File: src/flash_reset_pkg.sv
// Package with constants and carrier types for the flash reset and hold controller.
package flash_reset_pkg;
   localparam int unsigned CLK_HZ = 50_000_000;
   localparam int unsigned SOFT_RESET_TIME_US = 300;
   localparam int unsigned SOFT_RESET_CYCLES = (SOFT_RESET_TIME_US * (CLK_HZ / 1_000_000));
   localparam int unsigned RESET_PULSE_MIN_WIDTH_NS = 1000;
   localparam int unsigned RESET_PULSE_CYCLES =
      ((RESET_PULSE_MIN_WIDTH_NS * (CLK_HZ / 1_000_000)) + 999) / 1000;
   localparam logic [7:0] CMD_ENABLE_RESET = 8'h66;
   localparam logic [7:0] CMD_RESET = 8'h99;
   localparam logic [3:0] PULSE_RESET_PATTERN = 4'h5;
   localparam int unsigned CNT_W = 16;

   typedef enum logic [1:0] {
      ST_POR = 2'b00,
      ST_IDLE = 2'b01,
      ST_SOFT_WAIT = 2'b11
   } dev_state_t;

   typedef struct packed {
      logic cs_n;
      logic sck;
      logic si;
      logic pause_n;
      logic reset_n;
      logic ded_reset_n;
   } pins_t;

   typedef struct packed {
      logic quad_enable;
      logic pause_or_reset_sel;
      logic four_wire_command_mode;
   } cfg_t;
endpackage : flash_reset_pkg

File: src/serial_flash_reset_hold_ctrl.sv
// Reset, select and pause control for a serial flash host interface.
`default_nettype none

// Behaviour
// - Stay deselected until first chip select fall.
// - Ignore commands during power-on reset; then reset.
// - Power-on reset reassert stops command response.
// - Chip select low means selected and active.
// - Standby when deselected unless write cycle runs.
// - Pause only when quad and select zero.
// - Pause tri-states output, freezes clock position.
// - Pause starts selected; deselect aborts everything.
// - Pause edges qualified by serial clock low.
// - Commands 66h then 99h request reset.
// - Soft reset takes 300 us, rejects commands.
// - Select bit chooses pause or reset pin.
// - Low reset pin resets, blocks commands.
// - Quad enable disables pause and shared-pin reset functions.
// - Dedicated reset pin ignores configuration bits.
// - Hardware reset overrides all inputs but power-on reset.
// - Chip select rising samples 0101 trigger reset.
// - Serial clock edge abandons four-pulse sequence.
// - No output before first clock edge of selection.
// - Quad enable makes pins data lines.
module serial_flash_reset_hold_ctrl #(
   parameter int unsigned SOFT_RESET_CYCLES_P = flash_reset_pkg::SOFT_RESET_CYCLES
) (
   input wire logic sys_clk,
   input wire logic srst,
   input wire logic por_active,
   input wire flash_reset_pkg::pins_t pins,
   input wire flash_reset_pkg::cfg_t cfg,
   input wire logic write_busy,
   input wire logic cmd_valid,
   input wire logic [7:0] cmd_code,
   output logic selected,
   output logic active_power,
   output logic standby,
   output logic pause_active,
   output logic so_oe,
   output logic out_allowed,
   output logic accept_cmds,
   output logic iface_reset,
   output logic soft_reset_busy,
   output logic [1:0] reset_cause
);
   import flash_reset_pkg::*;

   pins_t pins_s1_reg;
   pins_t pins_s2_reg;
   pins_t pins_d_reg;
   logic por_s1_reg;
   logic por_s2_reg;
   dev_state_t state_reg;
   logic armed_reg;
   logic sel_reg;
   logic pause_reg;
   logic first_edge_reg;
   logic en_reset_reg;
   logic [CNT_W-1:0] soft_cnt_reg;
   logic [CNT_W-1:0] pin_low_cnt_reg;
   logic [2:0] pulse_cnt_reg;
   logic [3:0] pulse_bits_reg;
   logic pulse_sck_seen_reg;
   logic iface_reset_reg;
   logic [1:0] reset_cause_reg;

   logic cs_fall;
   logic cs_rise;
   logic sck_edge;
   logic pause_pin_en;
   logic reset_pin_en;
   logic shared_reset_low;
   logic any_reset_low;
   logic hw_reset_fire;
   logic pulse_reset_fire;
   logic soft_reset_fire;

   // Edge decoding is shared by chip select and serial clock.
   function automatic logic went_low(input logic was, input logic cur);
      return was & ~cur;
   endfunction : went_low

   function automatic logic went_high(input logic was, input logic cur);
      return ~was & cur;
   endfunction : went_high

   // The shared pin has one role at a time; quad mode takes it over as a data line.
   function automatic logic shared_pin_pauses(input cfg_t c);
      return ~c.quad_enable & ~c.pause_or_reset_sel;
   endfunction : shared_pin_pauses

   function automatic logic shared_pin_resets(input cfg_t c);
      return ~c.quad_enable & c.pause_or_reset_sel;
   endfunction : shared_pin_resets

   // A command counts only when it is offered while commands are accepted.
   function automatic logic cmd_match(input logic taken, input logic [7:0] code, input logic [7:0] want);
      return taken && (code == want);
   endfunction : cmd_match

   // Four-pulse history extended by the data level sampled at a chip select rise.
   function automatic logic [3:0] pulse_shift(input logic [3:0] bits, input logic si);
      return {bits[2:0], si};
   endfunction : pulse_shift

   // Two-flop synchronisers; only the second stage is looked at.
   // The third stage holds the previous level for edge detection only.
   // Reset to all-high levels, so no false edge follows reset on the lines that idle high.
   always_ff @(posedge sys_clk) begin
      if (srst) begin
         pins_s1_reg <= '1;
         pins_s2_reg <= '1;
         pins_d_reg <= '1;
      end else begin
         pins_s1_reg <= pins;
         pins_s2_reg <= pins_s1_reg;
         pins_d_reg <= pins_s2_reg;
      end
   end

   // The power-on indication resets to asserted.
   // Nothing is accepted until its release has passed both stages.
   always_ff @(posedge sys_clk) begin
      if (srst) begin
         por_s1_reg <= 1'b1;
         por_s2_reg <= 1'b1;
      end else begin
         por_s1_reg <= por_active;
         por_s2_reg <= por_s1_reg;
      end
   end

   assign cs_fall = went_low(pins_d_reg.cs_n, pins_s2_reg.cs_n);
   assign cs_rise = went_high(pins_d_reg.cs_n, pins_s2_reg.cs_n);
   assign sck_edge = went_low(pins_d_reg.sck, pins_s2_reg.sck) | went_high(pins_d_reg.sck, pins_s2_reg.sck);

   // The configuration bits are static levels on this clock and need no synchroniser.
   // The shared reset role is ignored while the pin serves as pause or as data.
   assign pause_pin_en = shared_pin_pauses(cfg);
   assign reset_pin_en = shared_pin_resets(cfg);
   assign shared_reset_low = reset_pin_en & ~pins_s2_reg.reset_n;
   assign any_reset_low = shared_reset_low | ~pins_s2_reg.ded_reset_n;
   assign hw_reset_fire = any_reset_low && (pin_low_cnt_reg == CNT_W'(RESET_PULSE_CYCLES - 1));

   // Low time of the reset pins, counted to qualify a pulse.
   // The count saturates, so a long low level fires the reset only once.
   always_ff @(posedge sys_clk) begin
      if (srst || !any_reset_low) begin
         pin_low_cnt_reg <= '0;
      end else if (pin_low_cnt_reg != CNT_W'(RESET_PULSE_CYCLES)) begin
         pin_low_cnt_reg <= pin_low_cnt_reg + 1'b1;
      end
   end

   // Four-pulse sequence on chip select; a clock edge abandons it.
   // A frame that saw any clock edge cannot open a new sequence either.
   always_ff @(posedge sys_clk) begin
      if (srst || iface_reset_reg) begin
         pulse_cnt_reg <= '0;
         pulse_bits_reg <= '0;
         pulse_sck_seen_reg <= 1'b0;
      end else if (sck_edge) begin
         pulse_cnt_reg <= '0;
         pulse_bits_reg <= '0;
         pulse_sck_seen_reg <= 1'b1;
      end else if (cs_fall) begin
         pulse_sck_seen_reg <= 1'b0;
      end else if (cs_rise) begin
         if (pulse_sck_seen_reg) begin
            pulse_cnt_reg <= '0;
            pulse_bits_reg <= '0;
         end else if (pulse_cnt_reg == 3'd4) begin
            pulse_cnt_reg <= 3'd1;
            pulse_bits_reg <= pulse_shift(4'h0, pins_s2_reg.si);
         end else begin
            pulse_cnt_reg <= pulse_cnt_reg + 1'b1;
            pulse_bits_reg <= pulse_shift(pulse_bits_reg, pins_s2_reg.si);
         end
         pulse_sck_seen_reg <= 1'b0;
      end
   end

   // Fires on the fourth clean rise itself, so the interface reset is one cycle long.
   assign pulse_reset_fire = cs_rise && !sck_edge && !pulse_sck_seen_reg && (pulse_cnt_reg == 3'd3) &&
      (pulse_shift(pulse_bits_reg, pins_s2_reg.si) == PULSE_RESET_PATTERN);

   // Commands are refused while powering, in reset, in the soft reset wait or deselected.
   assign accept_cmds = (state_reg == ST_IDLE) && !por_s2_reg && !any_reset_low && sel_reg;
   assign soft_reset_fire = cmd_match(accept_cmds && cmd_valid, cmd_code, CMD_RESET) && en_reset_reg;

   // Enable-reset must be the very command before reset, in either command mode.
   // Any other accepted command in between disarms it.
   always_ff @(posedge sys_clk) begin
      if (srst || iface_reset_reg) begin
         en_reset_reg <= 1'b0;
      end else if (accept_cmds && cmd_valid) begin
         en_reset_reg <= cmd_match(1'b1, cmd_code, CMD_ENABLE_RESET);
      end
   end

   // Main reset state; hardware reset is checked after power-on and outranks commands.
   // A pin reset returns to idle at once and needs no recovery wait.
   always_ff @(posedge sys_clk) begin
      if (srst) begin
         state_reg <= ST_POR;
         soft_cnt_reg <= '0;
      end else if (por_s2_reg) begin
         state_reg <= ST_POR;
         soft_cnt_reg <= '0;
      end else if (hw_reset_fire) begin
         state_reg <= ST_IDLE;
         soft_cnt_reg <= '0;
      end else begin
         case (state_reg)
            ST_POR: begin
               state_reg <= ST_IDLE;
            end
            ST_IDLE: begin
               if (soft_reset_fire) begin
                  state_reg <= ST_SOFT_WAIT;
                  soft_cnt_reg <= '0;
               end
            end
            ST_SOFT_WAIT: begin
               if (soft_cnt_reg == CNT_W'(SOFT_RESET_CYCLES_P - 1)) begin
                  state_reg <= ST_IDLE;
                  soft_cnt_reg <= '0;
               end else begin
                  soft_cnt_reg <= soft_cnt_reg + 1'b1;
               end
            end
            default: begin
               state_reg <= ST_POR;
            end
         endcase
      end
   end

   // One-cycle interface reset pulse for every reset source.
   // The cause keeps the last real reset; a deselect in pause leaves it alone.
   always_ff @(posedge sys_clk) begin
      if (srst) begin
         iface_reset_reg <= 1'b1;
         reset_cause_reg <= 2'd0;
      end else begin
         iface_reset_reg <= 1'b0;
         if (state_reg == ST_POR && !por_s2_reg) begin
            iface_reset_reg <= 1'b1;
            reset_cause_reg <= 2'd0;
         end else if (hw_reset_fire) begin
            iface_reset_reg <= 1'b1;
            reset_cause_reg <= 2'd2;
         end else if (soft_reset_fire) begin
            iface_reset_reg <= 1'b1;
            reset_cause_reg <= 2'd1;
         end else if (pulse_reset_fire) begin
            iface_reset_reg <= 1'b1;
            reset_cause_reg <= 2'd3;
         end else if (pause_reg && cs_rise) begin
            iface_reset_reg <= 1'b1;
         end
      end
   end

   // Selection needs a chip select fall seen after reset.
   // A select line already low at a power-on or pin reset release therefore does not select the device.
   always_ff @(posedge sys_clk) begin
      if (srst || por_s2_reg || any_reset_low) begin
         armed_reg <= 1'b0;
         sel_reg <= 1'b0;
      end else if (cs_fall) begin
         armed_reg <= 1'b1;
         sel_reg <= 1'b1;
      end else if (pins_s2_reg.cs_n) begin
         sel_reg <= 1'b0;
      end else begin
         sel_reg <= armed_reg & ~pins_s2_reg.cs_n;
      end
   end

   // Pause entry and exit only while the serial clock is low.
   // Deselecting also drops the pause, since the interface is reset then.
   always_ff @(posedge sys_clk) begin
      if (srst || iface_reset_reg || !pause_pin_en || !sel_reg) begin
         pause_reg <= 1'b0;
      end else if (!pins_s2_reg.sck) begin
         if (!pause_reg && !pins_s2_reg.pause_n) begin
            pause_reg <= 1'b1;
         end else if (pause_reg && pins_s2_reg.pause_n) begin
            pause_reg <= 1'b0;
         end
      end
   end

   // First clock edge of each selection unlocks output.
   // Edges during a pause do not count, as the clock is ignored then.
   always_ff @(posedge sys_clk) begin
      if (srst || iface_reset_reg || !sel_reg) begin
         first_edge_reg <= 1'b0;
      end else if (sck_edge && !pause_reg) begin
         first_edge_reg <= 1'b1;
      end
   end

   // A running write cycle keeps the device in active power after deselection.
   assign selected = sel_reg;
   assign active_power = sel_reg | write_busy;
   assign standby = ~sel_reg & ~write_busy;
   assign pause_active = pause_reg;
   assign out_allowed = first_edge_reg & sel_reg;
   assign so_oe = first_edge_reg & sel_reg & ~pause_reg;
   assign iface_reset = iface_reset_reg;
   assign soft_reset_busy = (state_reg == ST_SOFT_WAIT);
   assign reset_cause = reset_cause_reg;
endmodule : serial_flash_reset_hold_ctrl

`default_nettype wire

File: config.mk
export PLATFORM = sky130hd
export DESIGN_NAME = serial_flash_reset_hold_ctrl
export DESIGN_NICKNAME = d
export VERILOG_FILES = /design/src/flash_reset_pkg.sv /design/src/serial_flash_reset_hold_ctrl.sv
export SDC_FILE = /design/constraint.sdc
export NUM_CORES = 1
export LEC_CHECK = 0
export CORE_UTILIZATION = 40
export DETAILED_ROUTE_END_ITERATION = 10
export DONT_BUFFER_PORTS = 1
export GPL_TIMING_DRIVEN = 1
export PLACE_DENSITY = 0.53
export SLEW_MARGIN = 40
export SYNTH_ARGS = -nofsm -noshare
export SYNTH_HDL_FRONTEND = slang
export SYNTH_SLANG_ARGS = --single-unit
export TNS_END_PERCENT = 100
File: constraint.sdc
create_clock -name sys_clk -period 2 [get_ports sys_clk]
set_input_delay 0.2 -clock sys_clk [delete_from_list [all_inputs] [get_ports sys_clk]]
set_output_delay 0.2 -clock sys_clk [all_outputs]
set_load 0.005 [all_outputs]
# After elaboration in Yosys (flattened, before gate mapping)
# Cells that the tools add are included.
# op_classes
reduce_logical	48
bitwise_logic	26
muxes	22
n_eq_ne	14
n_addsub	3
# op_table
op	count
adder 16 x 1 -> 16 bit, second input constant	2
two-way mux 16 bit	2
one-hot mux 16 bit (2 select lines)	1
== test 16 x 14 -> 1 bit, second input constant	1
== test 16 x 6 -> 1 bit, second input constant	1
logical AND 1 bit	16
!= test 16 x 6 -> 1 bit, second input constant	1
two-way mux 3 bit	4
NOT 1 bit	12
AND 1 bit	11
two-way mux 2 bit	5
AND reduction 2 bit	5
two-way mux 1 bit	9
== test 8 x 7 -> 1 bit, second input constant	1
== test 8 bit, second input constant	1
zero test 1 bit	8
logical OR 1 bit	7
one-hot mux 2 bit (3 select lines)	1
nonzero test 2 bit	3
nonzero test 3 bit	2
OR reduction 2 bit	3
OR reduction 3 bit	2
OR reduction 5 bit	1
== test 4 x 3 -> 1 bit, second input constant	1
11 further kinds	13
# totals
input_bits	22
ff_bits	65

# Logic depth before layout (Yosys ltp)
# Gate-level depths: netlist of run 1.
# depth
depth_word	13
ltp_mapped	7
depth_no_buf	7

# Worst setup path before layout of run 1
# Ideal clock, no wire load.
# synth_timing
path_kind	register to register
startpoint	register soft_cnt_reg[6]
endpoint	register soft_cnt_reg[1]
synth_period_minus_slack_ps	1777
path_stages_with_launch	7
path_buffers	1
slack_ps	223
setup_time_ps	113
t_arrival_ps	1664
path_cell_list	dfxtp_1 -> or4b_4 -> nor4_4 -> nor2_2 -> buf_6 -> a22oi_4 -> nor2_2
# synth_via
elab_chain_len	3
# synth_rtl
item	line_no	rtl
from (decl)	serial_flash_reset_hold_ctrl.sv:60	logic [CNT_W-1:0] soft_cnt_reg;
from (signal assigned)	serial_flash_reset_hold_ctrl.sv:230	soft_cnt_reg <= soft_cnt_reg + 1'b1;
== test 16 x 14 -> 1 bit	serial_flash_reset_hold_ctrl.sv:226	if (soft_cnt_reg == CNT_W'(SOFT_RESET_CYCLES_P - 1)) begin
two-way mux 16 bit	serial_flash_reset_hold_ctrl.sv:226	
one-hot mux 16 bit (2 select lines)	serial_flash_reset_hold_ctrl.sv:215	case (state_reg)
# Every way passes these cells.
# A chain may end at the register's enable or synchronous reset.

# Final worst setup path of run 1
# layout_timing
startpoint	register soft_cnt_reg[6]
endpoint	register soft_cnt_reg[7]
# layout_via
elab_chain_len	3
word_cells_on_any_way	4
cone_classes	1 x add/sub; 1 x eq/ne; 2 x mux
# layout_rtl
item	line_no
adder 16 x 1 -> 16 bit / == test 16 x 14 -> 1 bit (equally long branches)	serial_flash_reset_hold_ctrl.sv:230, serial_flash_reset_hold_ctrl.sv:226
two-way mux 16 bit *	serial_flash_reset_hold_ctrl.sv:226
one-hot mux 16 bit (2 select lines) *	serial_flash_reset_hold_ctrl.sv:215
# Mark *: on every way between the ends. The rest lies on a longest branch, timed or not.

==> run_results.csv, run 1 <==
group,metric,value,unit
finish,fin_nets,397,
power,switchingPower,566,µW
yosys,synth.area.top_cells,"dfxtp_1, ha_1, nor2_1, or2_2, nand2_1",
timing,fin_crit_sh,95.7,%
clock_tree,clockBufferDepth,2,
clock_tree,cts_max_level,3,
yosys,syn_inst,334,
clock_tree,path_clk_slew,0.07,ns
routing,num_vias,2386,
timing,fmax,0.523,GHz
finish,antenna_cells,0,
yosys,synth_top_cell_area_share,43.5,%
power,ir_drop,0.478,mV
timing,rsz0062_at_grt,"true",
hold_path,min_from,"srst",
yosys,syn-num-nets,367,
yosys,synth_cell_types,51,
yosys,ys_ff_latch,65,
finish,area_delta_synth_final,18.0,%
die,core,7250,µm²
power,power.density,742,nW/µm²
power,pwr-share-clk,46.7,%
hold_path,hold_class,"primary input to register",
power,leakage,1.24,nW
clock_tree,tritoncts,"yes",
finish,drive_gt1_share,17.6,%
grt,grt_max_degree,19,
power,p_int,2.05,mW
placement,place_congestion,0.802,
die,fp.dieW,88.4,µm
grt,grt_pass1_vias,2095,
yosys,yosysMostFrequentCell,"dfxtp_1",
routing,totalWireLength,6130,µm
power,power_frac_comb,2.9,%
yosys,syn-cell-area,2990,µm²
power,switching_share,21.6,%
critical_path,path_class,"register to register",
clock_tree,cts_setup_buffers,0,
flow_run,cap_violations,0,
grt,track_usage,16.7,%
routing,drt_iter0_markers,105,
hold_path,hold-path-endpoint,"reset_cause[1]$_SDFFE_PP0P_",
run_status,status,"complete, no violations",
routing,via_per_inst,5.10,
critical_path,end_kind,"register",
routing,post_drt_wl_per_cell,13.1,µm
critical_path,required,2.23,ns
placement,dp.cells,442,
hold_path,hold_depth,2,
critical_path,r2r_end,"soft_cnt_reg[7]$_SDFFE_PP0P_",
timing,maxSlewHeadroom,60.0,%
timing,worstMarginPinSlew,0.600,ns
critical_path,arrival,2.14,ns
clock_tree,cts_made_buffers,9,
yosys,ys_top_cells_by_count,"dfxtp_1, nor2_1, nand2_1",
yosys,yosysTopAreaCell,"dfxtp_1",
yosys,ys_seq_area_share,43.5,%
critical_path,reg2reg_slack,0.09,ns
timing,hold_violations,0,
yosys,synthArstFlopShare,0,%
yosys,synth-edff-count,0,
routing,firstDrtPassIters,4,
finish,finalNonFillerCells,468,
placement,port_buffers,0,
grt,gr-total-overflow,0,
routing,drc,0,
placement,dp_hpwl,4300,µm
critical_path,worstPathMaxFanout,14,
critical_path,worstRegToRegCells,5,
finish,fin_util,48.6,%
die,die_height,88.4,µm
clock_tree,clk_latency,0.34,ns
die,initial_core_util,41.2,%
clock_tree,clockRootBuffer,"clkbuf_8",
grt,grt_pass1_wl,9880,µm
routing,ant_nets,0,
die,rows,31,
yosys,ys_warn_count,0,
clock_tree,cts_num_sinks,65,
timing,finalWorstPathRequiredPeriod,1.91,ns
critical_path,r2r_start,"soft_cnt_reg[6]$_SDFFE_PP0P_",
die,ios,33,
power,power_frac_seq,50.5,%
timing,report.final.setup_viol,0,
grt,antenna_found_initial,0,
yosys,synth_top_flop_cell,"dfxtp_1",
yosys,syn_area_per_cell,8.95,µm²
timing,fin_skew,0.00629,ns
critical_path,cp-start-kind,"register",
die,dieArea,7820,µm²
timing,slew_violations,0,
[cell usage in the layout, fill, tap and decap left out, types with 4 or more instances in the layout]
cell and count:
ha_1 10, xnor2_1 6, nor2b_1 4, nand2b_1 5, clkbuf_8 9, nor2_1 34
buf_4 16, inv_1 15, or2_2 18, nand3b_1 7, dlygate4sd3_1 10, nor3_1 14
nor4bb_1 4, xor2_1 10, nand2_1 28, o21ai_0 9, a21oi_1 18, nor4_1 5
nand3_1 13, dfxtp_1 65, nand4_1 6
[kinds of logic (layout without fill, tap and decap cells)]
| logic type | after synthesis | after routing | share of synthesized area (%) |
|---|---|---|---|
| muxes | 3 | 3 | 1.00 |
| DFF | 65 | 65 | 43.5 |
| xor gates and xnor gates | 16 | 16 | 4.69 |
| buffers and inverters | 23 | 58 | 3.43 |
| AOI/OAI and AO/OA | 50 | 50 | 11.3 |
| adders and majority gates | 11 | 11 | 4.60 |
| and+or+nand+nor | 166 | 166 | 31.5 |
[through the flow]
| stage | setup TNS [ns] | cell area, µm² | hold WS (ns) | total power [mW] | setup WS (ns) |
|---|---|---|---|---|---|
| 2_1_floorplan | 0 | 2990 | 0.277 | 1.40 | 0.223 |
| 3_3_place_gp | 0 | 3210 | 0.281 | 1.41 | 0.118 |
| 3_5_place_dp | 0 | 3210 | 0.281 | 1.41 | 0.100 |
| 4_1_cts | 0 | 3530 | 0.0398 | 2.67 | 0.0888 |
| 5_1_grt | -0.0168 | 3530 | 0.0353 | 2.73 | -0.0168 |
| 6_report | 0 | 3530 | 0.0616 | 2.62 | 0.0868 |
[worst max-delay path by stage]
stage	slack [ns]	start	end
after floorplan	0.22	soft_cnt_reg[6]$_SDFFE_PP0P_	soft_cnt_reg[1]$_SDFFE_PP0P_
after global placement	0.12	soft_cnt_reg[6]$_SDFFE_PP0P_	soft_cnt_reg[7]$_SDFFE_PP0P_
after detailed placement	0.10	pin_low_cnt_reg[7]$_SDFFE_PP0P_	soft_cnt_reg[7]$_SDFFE_PP0P_
after CTS	0.09	pin_low_cnt_reg[7]$_SDFFE_PP0P_	soft_cnt_reg[7]$_SDFFE_PP0P_
after global routing	-0.02	soft_cnt_reg[6]$_SDFFE_PP0P_	soft_cnt_reg[7]$_SDFFE_PP0P_
final	0.09	soft_cnt_reg[6]$_SDFFE_PP0P_	soft_cnt_reg[7]$_SDFFE_PP0P_
[layer usage]
| metal | part of all wire [%] | vias up | track usage (%) | wire (µm) |
|---|---|---|---|---|
| met5 | 0 | - | 0 | 0 |
| met3 | 4.3 | 6 | 5.88 | 261 |
| met2 | 43 | 43 | 24.8 | 2660 |
| met1 | 51 | 1105 | 22.4 | 3150 |
| li1 | - | 1232 | - | - |
| met4 | 1.1 | 0 | 6.16 | 70 |
[power by group through the flow]
stage | sequential [mW] | clock, mW | combinational, mW
floorplan | 1.35 | 0 | 0.0500
global placement | 1.35 | 0 | 0.0570
detailed placement | 1.35 | 0 | 0.0576
CTS | 1.32 | 1.27 | 0.0755
global route | 1.32 | 1.32 | 0.0832
finish | 1.32 | 1.22 | 0.0749
[what timing repair did]
action                                 CTS  global route
setup endpoints to repair                0             4
resized for setup                        0             3
hold buffers                            10             0
endpoints found under the hold margin   19             0
[critical path, stage by stage, from the launching register on]
cell,delay [ns]
dfxtp_1,0.34
or4b_4,0.57
nor4_4,0.38
nor2_2,0.20
a211oi_1,0.24
nor3_1,0.08
[layout make-up]
| cell class | instances | area [µm²] |
|---|---|---|
| inverters | 15 | 56.3 |
| clock inverters | 7 | 95.1 |
| clock buffers | 9 | 124 |
| multi-input cells | 246 | 1590 |
| repair buffers | 27 | 240 |
| well taps | 99 | 124 |
| flip-flops and latches | 65 | 1300 |
| fillers | 708 | 3720 |
Note: power is estimated with default switching activity, not from simulation.
==> inputs of run 2 (changes only) <==
--- a/config.mk
+++ b/config.mk
@@ -6,6 +6,7 @@
 export NUM_CORES = 1
 export LEC_CHECK = 0
 export CORE_UTILIZATION = 40
+export CTS_BUF_LIST = sky130_fd_sc_hd__clkbuf_16
 export DETAILED_ROUTE_END_ITERATION = 10
 export DONT_BUFFER_PORTS = 1
 export GPL_TIMING_DRIVEN = 1
==> run_results.csv, run 2 (synthesized netlist as in run 1, its figures left out) <==
group,metric,value,unit
die,initial_core_util,41.2,%
timing,fmax,0.521,GHz
routing,via_per_inst,5.11,
die,fp.dieW,88.4,µm
flow_run,cap_violations,0,
placement,place_congestion,0.802,
clock_tree,clockRootBuffer,"clkbuf_16",
timing,maxSlewHeadroom,59.9,%
timing,fin_skew,0.00631,ns
clock_tree,path_clk_slew,0.06,ns
finish,antenna_cells,0,
critical_path,end_kind,"register",
clock_tree,cts_num_sinks,65,
power,power.density,846,nW/µm²
finish,area_delta_synth_final,21.3,%
grt,antenna_found_initial,0,
power,ir_drop,0.774,mV
placement,dp_hpwl,4300,µm
finish,drive_gt1_share,17.3,%
timing,timing.hold.ws,0.0802,ns
critical_path,r2r_start,"soft_cnt_reg[6]$_SDFFE_PP0P_",
routing,ant_nets,0,
hold_path,hold_class,"primary input to register",
clock_tree,clk_latency,0.32,ns
timing,final.setup.tns,0,ns
grt,grt_pass1_vias,2083,
clock_tree,tritoncts,"yes",
timing,report.final.setup_viol,0,
timing,finalWorstPathRequiredPeriod,1.92,ns
critical_path,worstPathMaxFanout,14,
die,rows,31,
critical_path,path_class,"register to register",
clock_tree,clockBufferDepth,2,
routing,post_drt_wl_per_cell,13.1,µm
timing,worstMarginPinSlew,0.601,ns
grt,grt_pass1_wl,9840,µm
clock_tree,cts_setup_buffers,0,
grt,gr-total-overflow,0,
routing,drc,0,
grt,grt_max_degree,19,
critical_path,required,2.21,ns
grt,track_usage,16.7,%
finish,layout_commonest_cell,"dfxtp_1",
power,leakage,1.29,nW
die,ios,33,
timing,rsz0062_at_grt,"true",
critical_path,crit_start,"soft_cnt_reg[6]$_SDFFE_PP0P_",
finish,fin_area,3630,µm²
timing,hold_violations,0,
routing,drt_iter0_markers,85,
routing,num_vias,2392,
finish,fin_nets,397,
critical_path,cp-start-kind,"register",
timing,fin_crit_sh,95.9,%
placement,postPlaceCellArea,3210,µm²
placement,port_buffers,0,
clock_tree,cts_made_buffers,9,
finish,layout_common_cells,"dfxtp_1, nor2_1, nand2_1, or2_2, a21oi_1",
timing,slew_violations,0,
hold_path,min_from,"srst",
die,die_height,88.4,µm
routing,firstDrtPassIters,4,
run_status,status,"complete, no violations",
finish,fin_util,50.0,%
clock_tree,cts_max_level,3,
die,core,7250,µm²
die,dieArea,7820,µm²
critical_path,arrival,2.12,ns
routing,totalWireLength,6140,µm
-- run 2: stage by stage --
| step | setup WS, ns | std cells | total power, mW |
|---|---|---|---|
| final | 0.0818 | 468 | 3.07 |
| after global routing | -0.0218 | 468 | 3.17 |
| after CTS | 0.0914 | 468 | 3.11 |
| after detailed placement | 0.100 | 442 | 1.41 |
| after global placement | 0.118 | 442 | 1.41 |
| after floorplan | 0.223 | 334 | 1.40 |
-- run 2: final timing paths --
kind              slack (ns)                            to  cells past startpoint
setup / recovery        0.08  soft_cnt_reg[7]$_SDFFE_PP0P_                      5
hold reg to reg         0.41     pins_s2_reg[1]$_SDFF_PP1_                      1
hold / removal          0.08   reset_cause[1]$_SDFFE_PP0P_                      2
setup reg to reg        0.08  soft_cnt_reg[7]$_SDFFE_PP0P_                      5
-- run 2: power breakdown --
part / internal, mW / switching [mW] / leakage (nW) / total, mW
clock network: 1.09 / 0.578 / 0.155 / 1.67
logic: 0.0409 / 0.0344 / 0.607 / 0.0752
registers: 1.31 / 0.0104 / 0.528 / 1.32
total: 2.44 / 0.623 / 1.29 / 3.07
-- run 2: routing by layer --
| layer | up-vias | share of wire (%) | wire [µm] | GRT usage [%] |
|---|---|---|---|---|
| li1 | 1235 | - | - | - |
| met3 | 10 | 3.2 | 195 | 4.76 |
| met1 | 1107 | 52 | 3170 | 22.8 |
| met5 | - | 0 | 0 | 0 |
| met4 | 0 | 1.6 | 99 | 7.04 |
| met2 | 40 | 44 | 2680 | 24.5 |
-- run 2: final cells by class --
| type | instances | area [µm²] |
|---|---|---|
| Clock buffer | 9 | 225 |
| Clock inverter | 7 | 95.1 |
| Fill cell | 687 | 3630 |
| Inverter | 15 | 56.3 |
| Multi-Input combinational cell | 246 | 1590 |
| Sequential cell | 65 | 1300 |
| Tap cell | 99 | 124 |
| Timing Repair Buffer | 27 | 240 |
-- run 2: critical path, stage by stage, from the launching register on --
cell,delay (ns)
dfxtp_1,0.33
or4b_4,0.56
nor4_4,0.39
nor2_2,0.21
a211oi_1,0.24
nor3_1,0.08
-- run 2: repair_timing --
item / in CTS / in global routing
hold buffers: 10 / 0
resized for setup: 0 / 2
hold endpoints to repair: 19 / 0
setup endpoints to repair: 0 / 4
